[src/common/radio_core_regs.vh]
// register offsets, field positions and reset values of the radio core control bank
`ifndef RADIO_CORE_REGS_VH
`define RADIO_CORE_REGS_VH

// ****************************************
// register byte addresses
// ****************************************
`define OFS_CONTROL_TWO 32'h4000_0200
`define OFS_EXCHANGE_BASE 32'h4000_0208
`define OFS_DIAG_SELECT_UPPER 32'h4000_020c
`define OFS_EVENT_STATUS 32'h4000_0230
`define OFS_EVENT_MASK 32'h4000_0234

// ****************************************
// control two fields
// ****************************************
`define CLK_SEL_MSB 14
`define CLK_SEL_LSB 9
`define BIT_PWRDN_PERMITTED 8
`define BIT_SLOW_EDGE_MON 7
`define BIT_CLK_STATUS 6
`define BIT_DIAG_OVERRIDE 3
`define BIT_ERR_MASK 2
`define BIT_ERR_CLEAR 1
`define BIT_ERR_FLAG 0
`define ERR_MASK_RESET 1'h1

// ****************************************
// exchange base field
// ****************************************
`define EM_BASE_MSB 16
`define EM_BASE_LSB 10

// ****************************************
// diagnostic lanes: lane n (4..7) at base 8*(n-4)
// ****************************************
`define DIAG_EN_OFS 7
`define DIAG_SEL_WIDTH 6

// ****************************************
// event status / mask bits
// ****************************************
`define EV_SLOW_EDGE 0
`define EV_PWRDN_PERMITTED 1
`define EV_SLEEP_EXIT 2
`define EV_MEM_ERROR 3
`define EV_COUNT 4

// ****************************************
// timing
// ****************************************
`define PWRDN_SLOW_EDGES 4'h2

`endif

[src/power_down_sequencer.v]
// slow-clock paced sequence that grants power down after a deep sleep request
`timescale 1ns/1ps
`include "radio_core_regs.vh"
module power_down_sequencer (
    // system
    input wire ref_clk_in,
    input wire rst_n_in,
    // events
    input wire slow_edge_in,
    input wire deep_sleep_request_in,
    input wire sleep_exit_interrupt_in,
    // result
    output wire power_down_permitted_out
);
    localparam [2:0] ST_AWAKE = 3'b001;
    localparam [2:0] ST_COUNT = 3'b010;
    localparam [2:0] ST_GRANTED = 3'b100;

    reg [2:0] state;
    reg [2:0] next_state;
    reg [3:0] edges;
    reg req_prev;

    // ****************************************
    // state machine
    // ****************************************
    always @* begin
        next_state = state;
        case (state)
            ST_AWAKE: begin
                if (deep_sleep_request_in && !req_prev) begin
                    next_state = ST_COUNT;
                end
            end
            ST_COUNT: begin
                if (sleep_exit_interrupt_in) begin
                    next_state = ST_AWAKE;
                end else if (slow_edge_in && edges == `PWRDN_SLOW_EDGES - 4'h1) begin
                    next_state = ST_GRANTED;
                end
            end
            ST_GRANTED: begin
                if (sleep_exit_interrupt_in) begin
                    next_state = ST_AWAKE;
                end
            end
            default: next_state = ST_AWAKE;
        endcase
    end

    always @(posedge ref_clk_in or negedge rst_n_in) begin
        if (!rst_n_in) begin
            state <= ST_AWAKE;
            edges <= 4'h0;
            req_prev <= 1'b0;
        end else begin
            state <= next_state;
            req_prev <= deep_sleep_request_in;
            if (state != ST_COUNT) begin
                edges <= 4'h0;
            end else if (slow_edge_in) begin
                edges <= edges + 4'h1;
            end
        end
    end

    assign power_down_permitted_out = state[2];
endmodule // power_down_sequencer

[src/radio_core_control_regs.v]
// control and status register bank of the radio baseband core
//
// Functional notes
// clock select field holds master clock frequency in MHz, set by software
// software sets divider and frequency only before run enable is set
// read-only bit 8 shows power down is permitted, active high
// deep sleep request starts slow-clock sequence that grants power down
// power down grant clears when core exits sleep, with sleep exit interrupt
// bit 7 set on each slow clock rising edge; software may only clear
// edge monitor idle while slow timer held in reset
// bit 6 reads zero on slow clock, one on master clock
// bit 3 set overrides radio diagnostic output; clear passes it through
// error mask resets to one; gates error flag onto error interrupt
// writing one to clear bit drops error flag; bit reads zero
// bit 0 set on unmapped exchange page access; cleared only by clear bit
// bits 16:10 hold exchange memory base; other bits read zero
// lane enable cleared forces lane output zero, set passes selection
// 6-bit select picks signal group driving its lane when enabled
// lane 4 select sits in bits 5:0, honoured when lane 4 enabled
// reserved bits read zero, ignore writes; fields reset to listed values
//
// Added by the designer: the strobed register port.
`timescale 1ns/1ps
`include "radio_core_regs.vh"
module radio_core_control_regs (
    // system
    input wire ref_clk_in,
    input wire rst_n_in,
    // register port
    input wire [31:0] addr_in,
    input wire [31:0] wdata_in,
    input wire write_in,
    input wire read_in,
    output reg [31:0] rdata_out,
    // radio core status
    input wire slow_clk_in,
    input wire slow_timer_reset_in,
    input wire deep_sleep_request_in,
    input wire sleep_exit_interrupt_in,
    input wire master_clock_active_in,
    input wire memory_access_error_event_in,
    // radio core controls
    output wire [5:0] master_clock_mhz_out,
    output wire power_down_permitted_out,
    output wire [6:0] exchange_base_address_field_out,
    // diagnostics
    input wire [7:0] radio_diagnostic_output_in,
    input wire [63:0] diag_signal_groups_in,
    output reg [7:0] diag_port_out,
    // interrupts
    output wire error_irq_out,
    output wire event_irq_out
);
    // ****************************************
    // storage
    // ****************************************
    reg [5:0] clk_sel;
    reg slow_clock_edge_monitor;
    reg diagnostic_override;
    reg memory_access_error_mask;
    reg memory_access_error_flag;
    reg [6:0] exchange_base;
    reg [31:0] diag_select_upper;
    reg [`EV_COUNT-1:0] event_status;
    reg [`EV_COUNT-1:0] event_mask;
    reg permitted_prev;
    reg [31:0] next_rdata;
    reg [`EV_COUNT-1:0] next_status;

    wire slow_edge;
    wire power_down_permitted;
    wire hit_ctl;
    wire hit_base;
    wire hit_diag;
    wire hit_status;
    wire hit_mask;
    wire [3:0] lane_bits;
    wire [`EV_COUNT-1:0] events;

    assign hit_ctl = (addr_in == `OFS_CONTROL_TWO);
    assign hit_base = (addr_in == `OFS_EXCHANGE_BASE);
    assign hit_diag = (addr_in == `OFS_DIAG_SELECT_UPPER);
    assign hit_status = (addr_in == `OFS_EVENT_STATUS);
    assign hit_mask = (addr_in == `OFS_EVENT_MASK);

    // ****************************************
    // slow clock monitor and power down sequence
    // ****************************************
    slow_edge_detect u_edge (
        .ref_clk_in(ref_clk_in),
        .rst_n_in(rst_n_in),
        .slow_clk_in(slow_clk_in),
        .slow_timer_reset_in(slow_timer_reset_in),
        .slow_edge_out(slow_edge)
    );

    power_down_sequencer u_seq (
        .ref_clk_in(ref_clk_in),
        .rst_n_in(rst_n_in),
        .slow_edge_in(slow_edge),
        .deep_sleep_request_in(deep_sleep_request_in),
        .sleep_exit_interrupt_in(sleep_exit_interrupt_in),
        .power_down_permitted_out(power_down_permitted)
    );

    assign power_down_permitted_out = power_down_permitted;

    // ****************************************
    // register writes
    // ****************************************
    // the frequency field is not guarded: software must leave it alone once running
    always @(posedge ref_clk_in or negedge rst_n_in) begin
        if (!rst_n_in) begin
            clk_sel <= 6'h0;
            slow_clock_edge_monitor <= 1'b0;
            diagnostic_override <= 1'b0;
            memory_access_error_mask <= `ERR_MASK_RESET;
            memory_access_error_flag <= 1'b0;
            exchange_base <= 7'h0;
            diag_select_upper <= 32'h0000_0000;
            event_mask <= {`EV_COUNT{1'b0}};
        end else begin
            if (write_in && hit_ctl) begin
                clk_sel <= wdata_in[`CLK_SEL_MSB:`CLK_SEL_LSB];
                diagnostic_override <= wdata_in[`BIT_DIAG_OVERRIDE];
                memory_access_error_mask <= wdata_in[`BIT_ERR_MASK];
            end else if (write_in && hit_base) begin
                exchange_base <= wdata_in[`EM_BASE_MSB:`EM_BASE_LSB];
            end else if (write_in && hit_diag) begin
                // reserved bits 30, 22, 14 and 6 are never stored
                diag_select_upper <= wdata_in & 32'hbfbf_bfbf;
            end else if (write_in && hit_mask) begin
                event_mask <= wdata_in[`EV_COUNT-1:0];
            end
            // an edge in the same cycle as a clearing write still sets the bit
            if (slow_edge) begin
                slow_clock_edge_monitor <= 1'b1;
            end else if (write_in && hit_ctl && !wdata_in[`BIT_SLOW_EDGE_MON]) begin
                slow_clock_edge_monitor <= 1'b0;
            end
            if (memory_access_error_event_in) begin
                memory_access_error_flag <= 1'b1;
            end else if (write_in && hit_ctl && wdata_in[`BIT_ERR_CLEAR]) begin
                memory_access_error_flag <= 1'b0;
            end
        end
    end

    // ****************************************
    // event status, cleared by reading it
    // ****************************************
    assign events[`EV_SLOW_EDGE] = slow_edge;
    assign events[`EV_PWRDN_PERMITTED] = power_down_permitted & ~permitted_prev;
    assign events[`EV_SLEEP_EXIT] = sleep_exit_interrupt_in;
    assign events[`EV_MEM_ERROR] = memory_access_error_event_in;

    always @* begin
        next_status = event_status;
        if (read_in && hit_status) begin
            next_status = {`EV_COUNT{1'b0}};
        end
        next_status = next_status | events;
    end

    always @(posedge ref_clk_in or negedge rst_n_in) begin
        if (!rst_n_in) begin
            event_status <= {`EV_COUNT{1'b0}};
            permitted_prev <= 1'b0;
        end else begin
            event_status <= next_status;
            permitted_prev <= power_down_permitted;
        end
    end

    assign event_irq_out = |(event_status & event_mask);
    assign error_irq_out = memory_access_error_flag & memory_access_error_mask;

    // ****************************************
    // read path, data one cycle after the strobe
    // ****************************************
    always @* begin
        next_rdata = 32'h0000_0000;
        if (hit_ctl) begin
            next_rdata[`CLK_SEL_MSB:`CLK_SEL_LSB] = clk_sel;
            next_rdata[`BIT_PWRDN_PERMITTED] = power_down_permitted;
            next_rdata[`BIT_SLOW_EDGE_MON] = slow_clock_edge_monitor;
            next_rdata[`BIT_CLK_STATUS] = master_clock_active_in;
            next_rdata[`BIT_DIAG_OVERRIDE] = diagnostic_override;
            next_rdata[`BIT_ERR_MASK] = memory_access_error_mask;
            next_rdata[`BIT_ERR_CLEAR] = 1'b0;
            next_rdata[`BIT_ERR_FLAG] = memory_access_error_flag;
        end else if (hit_base) begin
            next_rdata[`EM_BASE_MSB:`EM_BASE_LSB] = exchange_base;
        end else if (hit_diag) begin
            next_rdata = diag_select_upper;
        end else if (hit_status) begin
            next_rdata[`EV_COUNT-1:0] = event_status;
        end else if (hit_mask) begin
            next_rdata[`EV_COUNT-1:0] = event_mask;
        end
    end

    always @(posedge ref_clk_in or negedge rst_n_in) begin
        if (!rst_n_in) begin
            rdata_out <= 32'h0000_0000;
        end else if (read_in) begin
            rdata_out <= next_rdata;
        end else begin
            rdata_out <= 32'h0000_0000;
        end
    end

    // ****************************************
    // diagnostic lanes 4 to 7
    // ****************************************
    genvar lane;
    generate
        for (lane = 0; lane < 4; lane = lane + 1) begin : g_lane
            wire lane_en;
            wire [5:0] lane_sel;
            assign lane_en = diag_select_upper[lane*8+`DIAG_EN_OFS];
            assign lane_sel = diag_select_upper[lane*8+5:lane*8];
            assign lane_bits[lane] = lane_en & diag_signal_groups_in[lane_sel];
        end
    endgenerate

    // override puts the lane selections on the upper half and quiets the lower
    always @(posedge ref_clk_in or negedge rst_n_in) begin
        if (!rst_n_in) begin
            diag_port_out <= 8'h00;
        end else if (diagnostic_override) begin
            diag_port_out <= {lane_bits, 4'h0};
        end else begin
            diag_port_out <= radio_diagnostic_output_in;
        end
    end

    assign master_clock_mhz_out = clk_sel;
    assign exchange_base_address_field_out = exchange_base;
endmodule // radio_core_control_regs

[src/slow_edge_detect.v]
// synchroniser and rising edge monitor for the low-power timer clock
`timescale 1ns/1ps
module slow_edge_detect (
    // system
    input wire ref_clk_in,
    input wire rst_n_in,
    // slow clock side
    input wire slow_clk_in,
    input wire slow_timer_reset_in,
    // result
    output wire slow_edge_out
);
    reg sync_a;
    reg sync_b;
    reg sync_c;

    // ****************************************
    // two-stage synchroniser, edge taken past it
    // ****************************************
    always @(posedge ref_clk_in or negedge rst_n_in) begin
        if (!rst_n_in) begin
            sync_a <= 1'b0;
            sync_b <= 1'b0;
            sync_c <= 1'b0;
        end else begin
            sync_a <= slow_clk_in;
            sync_b <= sync_a;
            sync_c <= sync_b;
        end
    end

    // monitor silent while the slow timer sits in reset
    assign slow_edge_out = sync_b & ~sync_c & ~slow_timer_reset_in;
endmodule // slow_edge_detect

[config.mk]
export PLATFORM = sky130hd
export DESIGN_NAME = radio_core_control_regs
export DESIGN_NICKNAME = d
export VERILOG_FILES = /design/src/power_down_sequencer.v /design/src/radio_core_control_regs.v /design/src/slow_edge_detect.v
export VERILOG_INCLUDE_DIRS = /design/src /design/src/common
export SDC_FILE = /design/constraint.sdc
export NUM_CORES = 1
export LEC_CHECK = 0
export ABC_AREA = 1
export BUFFER_PORTS_ARGS = -buffer_cell sky130_fd_sc_hd__buf_2
export CAP_MARGIN = 20
export CORE_MARGIN = 4
export CORE_UTILIZATION = 50
export DETAILED_ROUTE_END_ITERATION = 10
export PLACE_DENSITY = 0.88
export SYNTH_ARGS = -nofsm -noshare
export SYNTH_HDL_FRONTEND = slang
export SYNTH_HIERARCHICAL = 1
export SYNTH_SLANG_ARGS = --single-unit
[constraint.sdc]
create_clock -name ref_clk_in -period 1.9 [get_ports ref_clk_in]
set_input_delay 0.38 -clock ref_clk_in [delete_from_list [all_inputs] [get_ports ref_clk_in]]
set_output_delay 0.38 -clock ref_clk_in [all_outputs]
set_load 0.005 [all_outputs]
* Word-level counts from Yosys, hierarchy flattened
Cells that the tools add are included.
Storage, ports and cells: flip-flop bits (word level) 105, input port bits 146, output and inout bits 56, logic and storage cells 104
Cells by class: add/subtract/negate cells 1, $lt $le $gt $ge 4, equality and inequality tests 13, mux-type cells 33, bitwise gates (word level) 16, reduce and logical (&&, ||, !) cells 19
Operator list (count):
- 32-bit by 31-bit == test with 1-bit output, second input constant | 5
- 32-bit 2-to-1 mux | 1
- 6-bit by 7-bit < comparator with 1-bit output, second input constant | 4
- 28-bit 2-to-1 mux | 1
- 4-bit 2-to-1 mux | 7
- 1-bit binary-select mux with 6-bit select | 4
- 17-bit 2-to-1 mux | 1
- 15-bit 2-to-1 mux | 1
- 3-bit 2-to-1 mux | 4
- 10-bit 2-to-1 mux | 1
- 1-bit logical AND | 9
- 9-bit 2-to-1 mux | 1
- 3-bit one-hot mux with 3 select lines | 1
- 1-bit AND | 8
- 1-bit 2-to-1 mux | 8
- 8-bit 2-to-1 mux | 1
- 7-bit 2-to-1 mux | 1
- 3-bit by 2-bit != test with 1-bit output, second input constant | 2
- 1-bit inverter | 6
- 3-bit AND reduction | 2
- 2-bit nonzero test | 3
- 4-bit by 1-bit adder with 4-bit output, second input constant | 1
- 4-bit AND | 1
- 4-bit by 1-bit == test with 1-bit output, second input constant | 1
- 11 further kinds | 12

* Longest topological paths before layout
Gate-level depths: netlist (run 1).
depth in word-level cells 7, mapped depth 13, mapped depth without buffers 11

* Modules after synthesis
Netlist (run 1), hierarchy kept.
By module, submodules not included:
- radio_core_control_regs | instances 1, cells each 1053, area an instance 6591.3 µm², sequential area each 2303.5 µm²
- power_down_sequencer | instances 1, cells each 49, area an instance 406.6 µm², sequential area each 201.4 µm²
- slow_edge_detect | instances 1, cells each 6, area an instance 88.8 µm², sequential area each 75.1 µm²

* Least setup slack after synthesis (run 1)
No wires, ideal clock.
kind input to register, start point in addr_in[8], end point reg clk_sel[2], in the netlist master_clock_mhz_out[2], setup time 0.119 ns, arrival 1.393 ns, required time 1.781 ns, path slack 0.388 ns, cell stages on the path 10, buffers on the path 1, cell sequence inv_1 -> nand2_1 -> nor3_2 -> nand2_1 -> nor2_2 -> and3_1 -> nand2_2 -> buf_6 -> nand2_1 -> o21ai_2
Between the ends: longest elaborated chain between the ends 2
Ends and longest elaborated chain:
- start, declared | RTL line radio_core_control_regs.v:30 | input wire [31:0] addr_in,
- 32-bit by 31-bit == test with 1-bit output (no source line)
- 1-bit logical AND | RTL line radio_core_control_regs.v:123 | if (write_in && hit_ctl) begin
- end signal, assigned | RTL line radio_core_control_regs.v:124 | clk_sel <= wdata_in[`CLK_SEL_MSB:`CLK_SEL_LSB];
- end, declared | RTL line radio_core_control_regs.v:57 | reg [5:0] clk_sel;
No other way between the ends. A chain may end at the register's enable or synchronous reset.

* Final worst setup path (run 1)
start point reg diag_select_upper[24], end point reg diag_port_out[7]
Between the ends: longest elaborated chain between the ends 4
Ends and longest elaborated chain:
- start, declared | RTL line radio_core_control_regs.v:63 | reg [31:0] diag_select_upper;
- start signal, assigned | RTL line radio_core_control_regs.v:131 | diag_select_upper <= wdata_in & 32'hbfbf_bfbf;
- 1-bit binary-select mux with 6-bit select | RTL line radio_core_control_regs.v:223 | assign lane_bits[lane] = lane_en & diag_signal_groups_in[lane_sel];
- 1-bit 2-to-1 mux (not written as such) | RTL line radio_core_control_regs.v:223
- 1-bit AND | RTL line radio_core_control_regs.v:223
- 8-bit 2-to-1 mux | RTL line radio_core_control_regs.v:231 | end else if (diagnostic_override) begin
- end signal, assigned | RTL line radio_core_control_regs.v:232 | diag_port_out <= {lane_bits, 4'h0};
- end signal, assigned | RTL line radio_core_control_regs.v:234 | diag_port_out <= radio_diagnostic_output_in;
- end, declared | RTL line radio_core_control_regs.v:49 | output reg [7:0] diag_port_out,
No other way between the ends. The select of a mux whose other input is x is not followed.

==> metrics.cfg, run 1 <==
[run_status]
outcome=finished clean

[timing]
fin_skew_ps=9.43
hold_violations=0
setup_tns_ps=0
period_share=0.848
grt_setup_unrepaired=no
max_freq_mhz=621
setup_viol=0
fin_ws_ps=290
layout_min_cycle_time_ps=1610
final-max-slew-violation-count=0

[synthesis]
synth_cells=1108
ys_ff_latch=103
synth_area_leaders=dfrtp_1 (36%), nand2_1 (24%), nand3_1 (17%), inv_1 (4.8%), o21ai_2 (3.3%)
seq_area_frac_synth=0.364
synthFlopType=dfrtp_1
async_flop_share=1.00
yosysMostFrequentCell=nand2_1
syn_avg_cell_area_um2=6.40
syn_area_um2=7090
yosysUniqueCellTypes=32
yosys_warnings=6
synth.cells.most_frequent=nand2_1 (454), nand3_1 (245), dfrtp_1 (101)
synth_top_area_share=0.357
synth_area_leader_cell=dfrtp_1
synth_edf_count=0

[power_and_ir_drop]
power.density_nw_per_um2=541
irDropWorstVdd_mv=0.473
total_leakage_power_nw=4.74

[floorplanning]
placementRows=43
start_util=0.511
die_area_um2=16100
core_area_um2=13900
die_h_um=127
pin_count=202
dieWidth_um=127

[global_route]
grt_max_degree=57
grt_pass1_vias=7761
grt_overflow=0
track_usage=0.294
grt_first_pass_wirelength_um=38300
antenna_found_initial=0

[finish]
fin_nets=1448
drive_gt1_frac=0.228
num-fill-cells=1224
n_antenna_cell=0
area_delta_synth_final_pct=22.7

[cts]
cts_setup_buffers=0
clk_pin_slew_worst_paths_ps=70
ctsRootBufferMaster=clkbuf_16
insertion_delay_ps=350
cts_buffer_depth=2
cts_tree=built
cts_resized=0
clock_sinks=103
htreeDepth=3
cts-buffers-inserted=9

[route]
drc=0
drt_pass1_iterations=6
wl_per_cell_um=16.1
drt_iter0_drc=887
vias=8165
finalWirelength_um=23900
ant_nets=0
vias_per_cell=5.50

[setup_path]
slowest_delay_ps=410
crit_top_cell=nand2_1
cp-end-kind=flip-flop
critical_path_required_ps=2200
cp-start-kind=flip-flop
arrival_ps=1910
critical_path_class=flip-flop to flip-flop
path_max_fanout=33
rrSetupSlack_ps=290
worst_path_max_delay_cell=dfrtp_1
crit_chain=inv_1, buf_12, nand2_1, nand3_1, nand3_1, nand2_1, nand2_1, nand3_1, nand3_1, nand2_1, nand2_1, nand2_1

[place]
dpl_worst_slack_ps=70.5
routabilityCongestion=0.923
hpwl_um=17600
io_buffer_count=196

[flow_run]
maxCapViolCount=0

[min_path]
hold_class=input port to flip-flop

cells in the final DEF, fill, tap and decap left out, drive strengths merged:
master and n:
nand3b 1, mux2i 1, nor4 1, nand2 456
o21ai 59, clkinvlp 1, inv 97, clkinv 9
xnor2 1, nor2 41, a21oi 4, and2 2
nand4 12, nand3 245, and3 1, nor3 17
dlygate4sd3 1, o21bai 1, o22ai 1, conb 2
dfstp 2, ha 2, buf 237, clkbuf 10
dfrtp 101
final cells by class:
| cell class | count | area (um^2) | area share |
|---|---|---|---|
| Clock buffer | 10 | 229 | 0.0263 |
| Clock inverter | 6 | 61.3 | 0.00705 |
| Inverter | 101 | 379 | 0.0436 |
| Multi-Input combinational cell | 847 | 3820 | 0.439 |
| Sequential cell | 103 | 2580 | 0.297 |
| Tap cell | 180 | 225 | 0.0259 |
| Timing Repair Buffer | 238 | 1400 | 0.161 |
kinds of logic after synthesis:
| kind of cell | share of synthesized area |
|---|---|
| AOI/OAI and AO/OA | 0.0607 |
| muxes | 0.00141 |
| DFF | 0.364 |
| buffers and inverters | 0.0980 |
| and+or+nand+nor | 0.471 |
| xor gates and xnor gates | 0.00124 |
| other | 0.000529 |
| adders and majority gates | 0.00353 |
registers in the layout, indices dropped and copies added (netlist names), 3 cells and up:
register,flops
event_status,4
diag_port_out,8
master_clock_mhz_out,6
rdata_out,30
u_seq/state,3
u_seq/edges,4
event_mask,4
exchange_base_address_field_out,7
diag_select_upper,28
where the power goes:
group	total, W	leakage, nW	switching (W)	internal [W]
Clock	0.00181	0.139	0.000884	0.000924
Combinational	0.000643	3.22	0.000398	0.000244
Sequential	0.00225	1.39	0.0000246	0.00223
Total	0.00470	4.74	0.00131	0.00339
layer usage:
layer | vias to the layer above | GRT usage | share of wire
li1 | 3927 | - | -
met1 | 3658 | 0.372 | 0.38
met2 | 513 | 0.477 | 0.46
met3 | 67 | 0.0811 | 0.12
met4 | 0 | 0.122 | 0.035
met5 | - | 0 | 0
critical path, delay by kind of cell (launching register included):
kind / cells / cell delay (ps)
flip-flops: 1 / 410
AND/OR/NAND/NOR: 10 / 840
buffers and inverters: 2 / 300
worst paths after layout:
kind	start	end	cells after the start
hold reg to reg	u_edge/sync_a$_DFF_PN0_	u_edge/sync_b$_DFF_PN0_	0
min in group asynchronous	rst_n_in	diag_port_out[1]$_DFF_PN0_	2
setup reg to reg	diag_select_upper[24]$_DFFE_PN0P_	diag_port_out[7]$_DFF_PN0_	12
max in group asynchronous	rst_n_in	rdata_out[26]$_DFF_PN0_	3
hold / removal	slow_clk_in	u_edge/sync_a$_DFF_PN0_	1
setup / recovery	diag_select_upper[24]$_DFFE_PN0P_	diag_port_out[7]$_DFF_PN0_	12
stage by stage:
stage	total power, W	cell area, um^2	cells	util	hold slack [ps]
4_1_cts	0.00472	8700	1485	0.627	121
3_3_place_gp	0.00291	8400	1468	0.605	334
5_1_grt	0.00491	8700	1485	0.627	128
2_1_floorplan	0.00257	7090	1109	-	84.4
6_report	0.00470	8700	1485	0.627	128
3_5_place_dp	0.00292	8400	1468	0.605	343
timing repair:
action                                  CTS  global route
hold buffers                              1             0
hold endpoints to repair                 30             0
endpoints found under the setup margin    0             0
No activity file was read; power rests on OpenSTA's default activity.
==> inputs of run 2 (changes only) <==
==> constraint.sdc (replaced) <==
create_clock -name ref_clk_in -period 1.69 [get_ports ref_clk_in]
set_input_delay 0.338 -clock ref_clk_in [delete_from_list [all_inputs] [get_ports ref_clk_in]]
set_output_delay 0.338 -clock ref_clk_in [all_outputs]
set_load 0.005 [all_outputs]
==> metrics.cfg, run 2 (synthesis results as in run 1) <==
[finish]
reg_top3=rdata_out x30, diag_select_upper x28, diag_port_out x8
regMostFlops=rdata_out
n_antenna_cell=0
fin_util=0.644
layout_common_cells=nand2_1 (453), nand3_1 (243), buf_2 (195), dfrtp_1 (101), inv_1 (87)
area_delta_synth_final_pct=26.1
largest_reg_flops=30
num-fill-cells=1230
fin_nets=1465
final_common_cell=nand2_1
instances_no_fill=1502
drive_gt1_frac=0.242

[timing]
period_share=0.948
final-max-slew-violation-count=0
setup_tns_ps=0
grt_setup_unrepaired=no
fin_hold_ws_ps=76.3
max_freq_mhz=624
layout_min_cycle_time_ps=1600
fin_skew_ps=10.2
setup_viol=0
hold_violations=0

[cts]
ctsRootBufferMaster=clkbuf_16
htreeDepth=3
clock_sinks=103
cts_buffer_depth=2
cts-buffers-inserted=9
cts_tree=built
clk_pin_slew_worst_paths_ps=80
cts_setup_buffers=0
insertion_delay_ps=360

[global_route]
grt_max_degree=57
track_usage=0.305
grt_pass1_vias=7811
grt_overflow=0
grt_first_pass_wirelength_um=39500
antenna_found_initial=0

[min_path]
holdCritStartpoint=slow_clk_in
hold_class=input port to flip-flop
min_to=u_edge/sync_a$_DFF_PN0_
hold_depth=1

[place]
hpwl_um=18400
io_buffer_count=196
placedCellCount=1481
routabilityCongestion=0.988

[setup_path]
critical_path.startpoint=diag_select_upper[24]$_DFFE_PN0P_
timing.rr.end=diag_port_out[7]$_DFF_PN0_
r2r_cells=12
critical_path_required_ps=1990
critical_path_class=flip-flop to flip-flop
cp-start-kind=flip-flop
rrSetupSlack_ps=90
arrival_ps=1900
r2r_start=diag_select_upper[24]$_DFFE_PN0P_
path_max_fanout=17
cp-end-kind=flip-flop

[power_and_ir_drop]
power.density_nw_per_um2=597
clkPwrFrac=0.386
irDropWorstVdd_mv=0.498
sw_frac_of_total=0.283
comb_power_share=0.140
fin_total_pwr_w=0.00534
power_frac_seq=0.474
total_leakage_power_nw=4.88
switching_power_w=0.00151
intPower_w=0.00383

[route]
ant_nets=0
wl_per_cell_um=16.7
drt_pass1_iterations=8
drc=0
vias_per_cell=5.66
drt_iter0_drc=1088
finalWirelength_um=25000
vias=8500

[floorplanning]
core_area_um2=13900
dieWidth_um=127
die_area_um2=16100
placementRows=43
die_h_um=127
pin_count=202
start_util=0.511

[run_status]
outcome=finished clean

[flow_run]
maxCapViolCount=0

## run 2: critical path: stages, from the launching register on
cell and delay [ps]:
dfrtp_1 410, inv_2 130, buf_12 160, nand2_1 60, nand3_1 70, nand3_1 70, nand2_1 140, nand2_1 70
nand3_1 100, nand3_1 80, nand2_1 120, nand2_1 70, nand2_1 50
## run 2: timing repair
item,CTS,global route
hold endpoints to repair,24,0
resized for setup,0,6
hold buffers,1,0
setup endpoints to repair,0,4
## run 2: area by class of cell
type	instances	area, um^2	area share
timing repair inverter	1	5.00	0.000560
inverter	101	383	0.0428
sequential	103	2580	0.289
multi-input combinational	847	3830	0.428
clock inverter	6	63.8	0.00714
clock buffer	10	229	0.0256
tap	180	225	0.0252
timing repair buffer	254	1620	0.182
## run 2: worst max-delay path by stage
| stage | slack (ps) | cells after the start | end |
|---|---|---|---|
| 6_report | 90 | 12 | diag_port_out[7]$_DFF_PN0_ |
| 5_1_grt | 5 | 12 | diag_port_out[6]$_DFF_PN0_ |
| 4_1_cts | 70 | 12 | diag_port_out[7]$_DFF_PN0_ |
| 3_5_place_dp | -200 | 11 | rdata_out[2]$_DFF_PN0_ |
| 3_3_place_gp | -70 | 11 | rdata_out[0]$_DFF_PN0_ |
| 2_1_floorplan | 220 | 10 | master_clock_mhz_out[2]$_DFFE_PN0N_ |
## run 2: power groups by stage
stage	Sequential, W	Combinational [W]	Clock, W
floorplan	0.00257	0.000319	0
global placement	0.00258	0.000708	0
detailed placement	0.00258	0.000726	0
CTS	0.00253	0.000732	0.00207
global route	0.00253	0.000837	0.00220
finish	0.00253	0.000748	0.00206
## run 2: metrics by stage
stage               setup slack [ps]  instance area [um^2]
floorplan                        220                  7090
global placement               -70.2                  8540
detailed placement              -197                  8540
CTS                             73.3                  8850
global route                    4.73                  8940
finish                          88.0                  8940
## run 2: layer usage
metal | vias to the layer above | global-route usage | routed length [um]
met1 | 3856 | 0.406 | 9470
li1 | 3964 | - | -
met4 | 0 | 0.146 | 1140
met5 | - | 0 | 0
met3 | 106 | 0.0623 | 2980
met2 | 574 | 0.479 | 11500
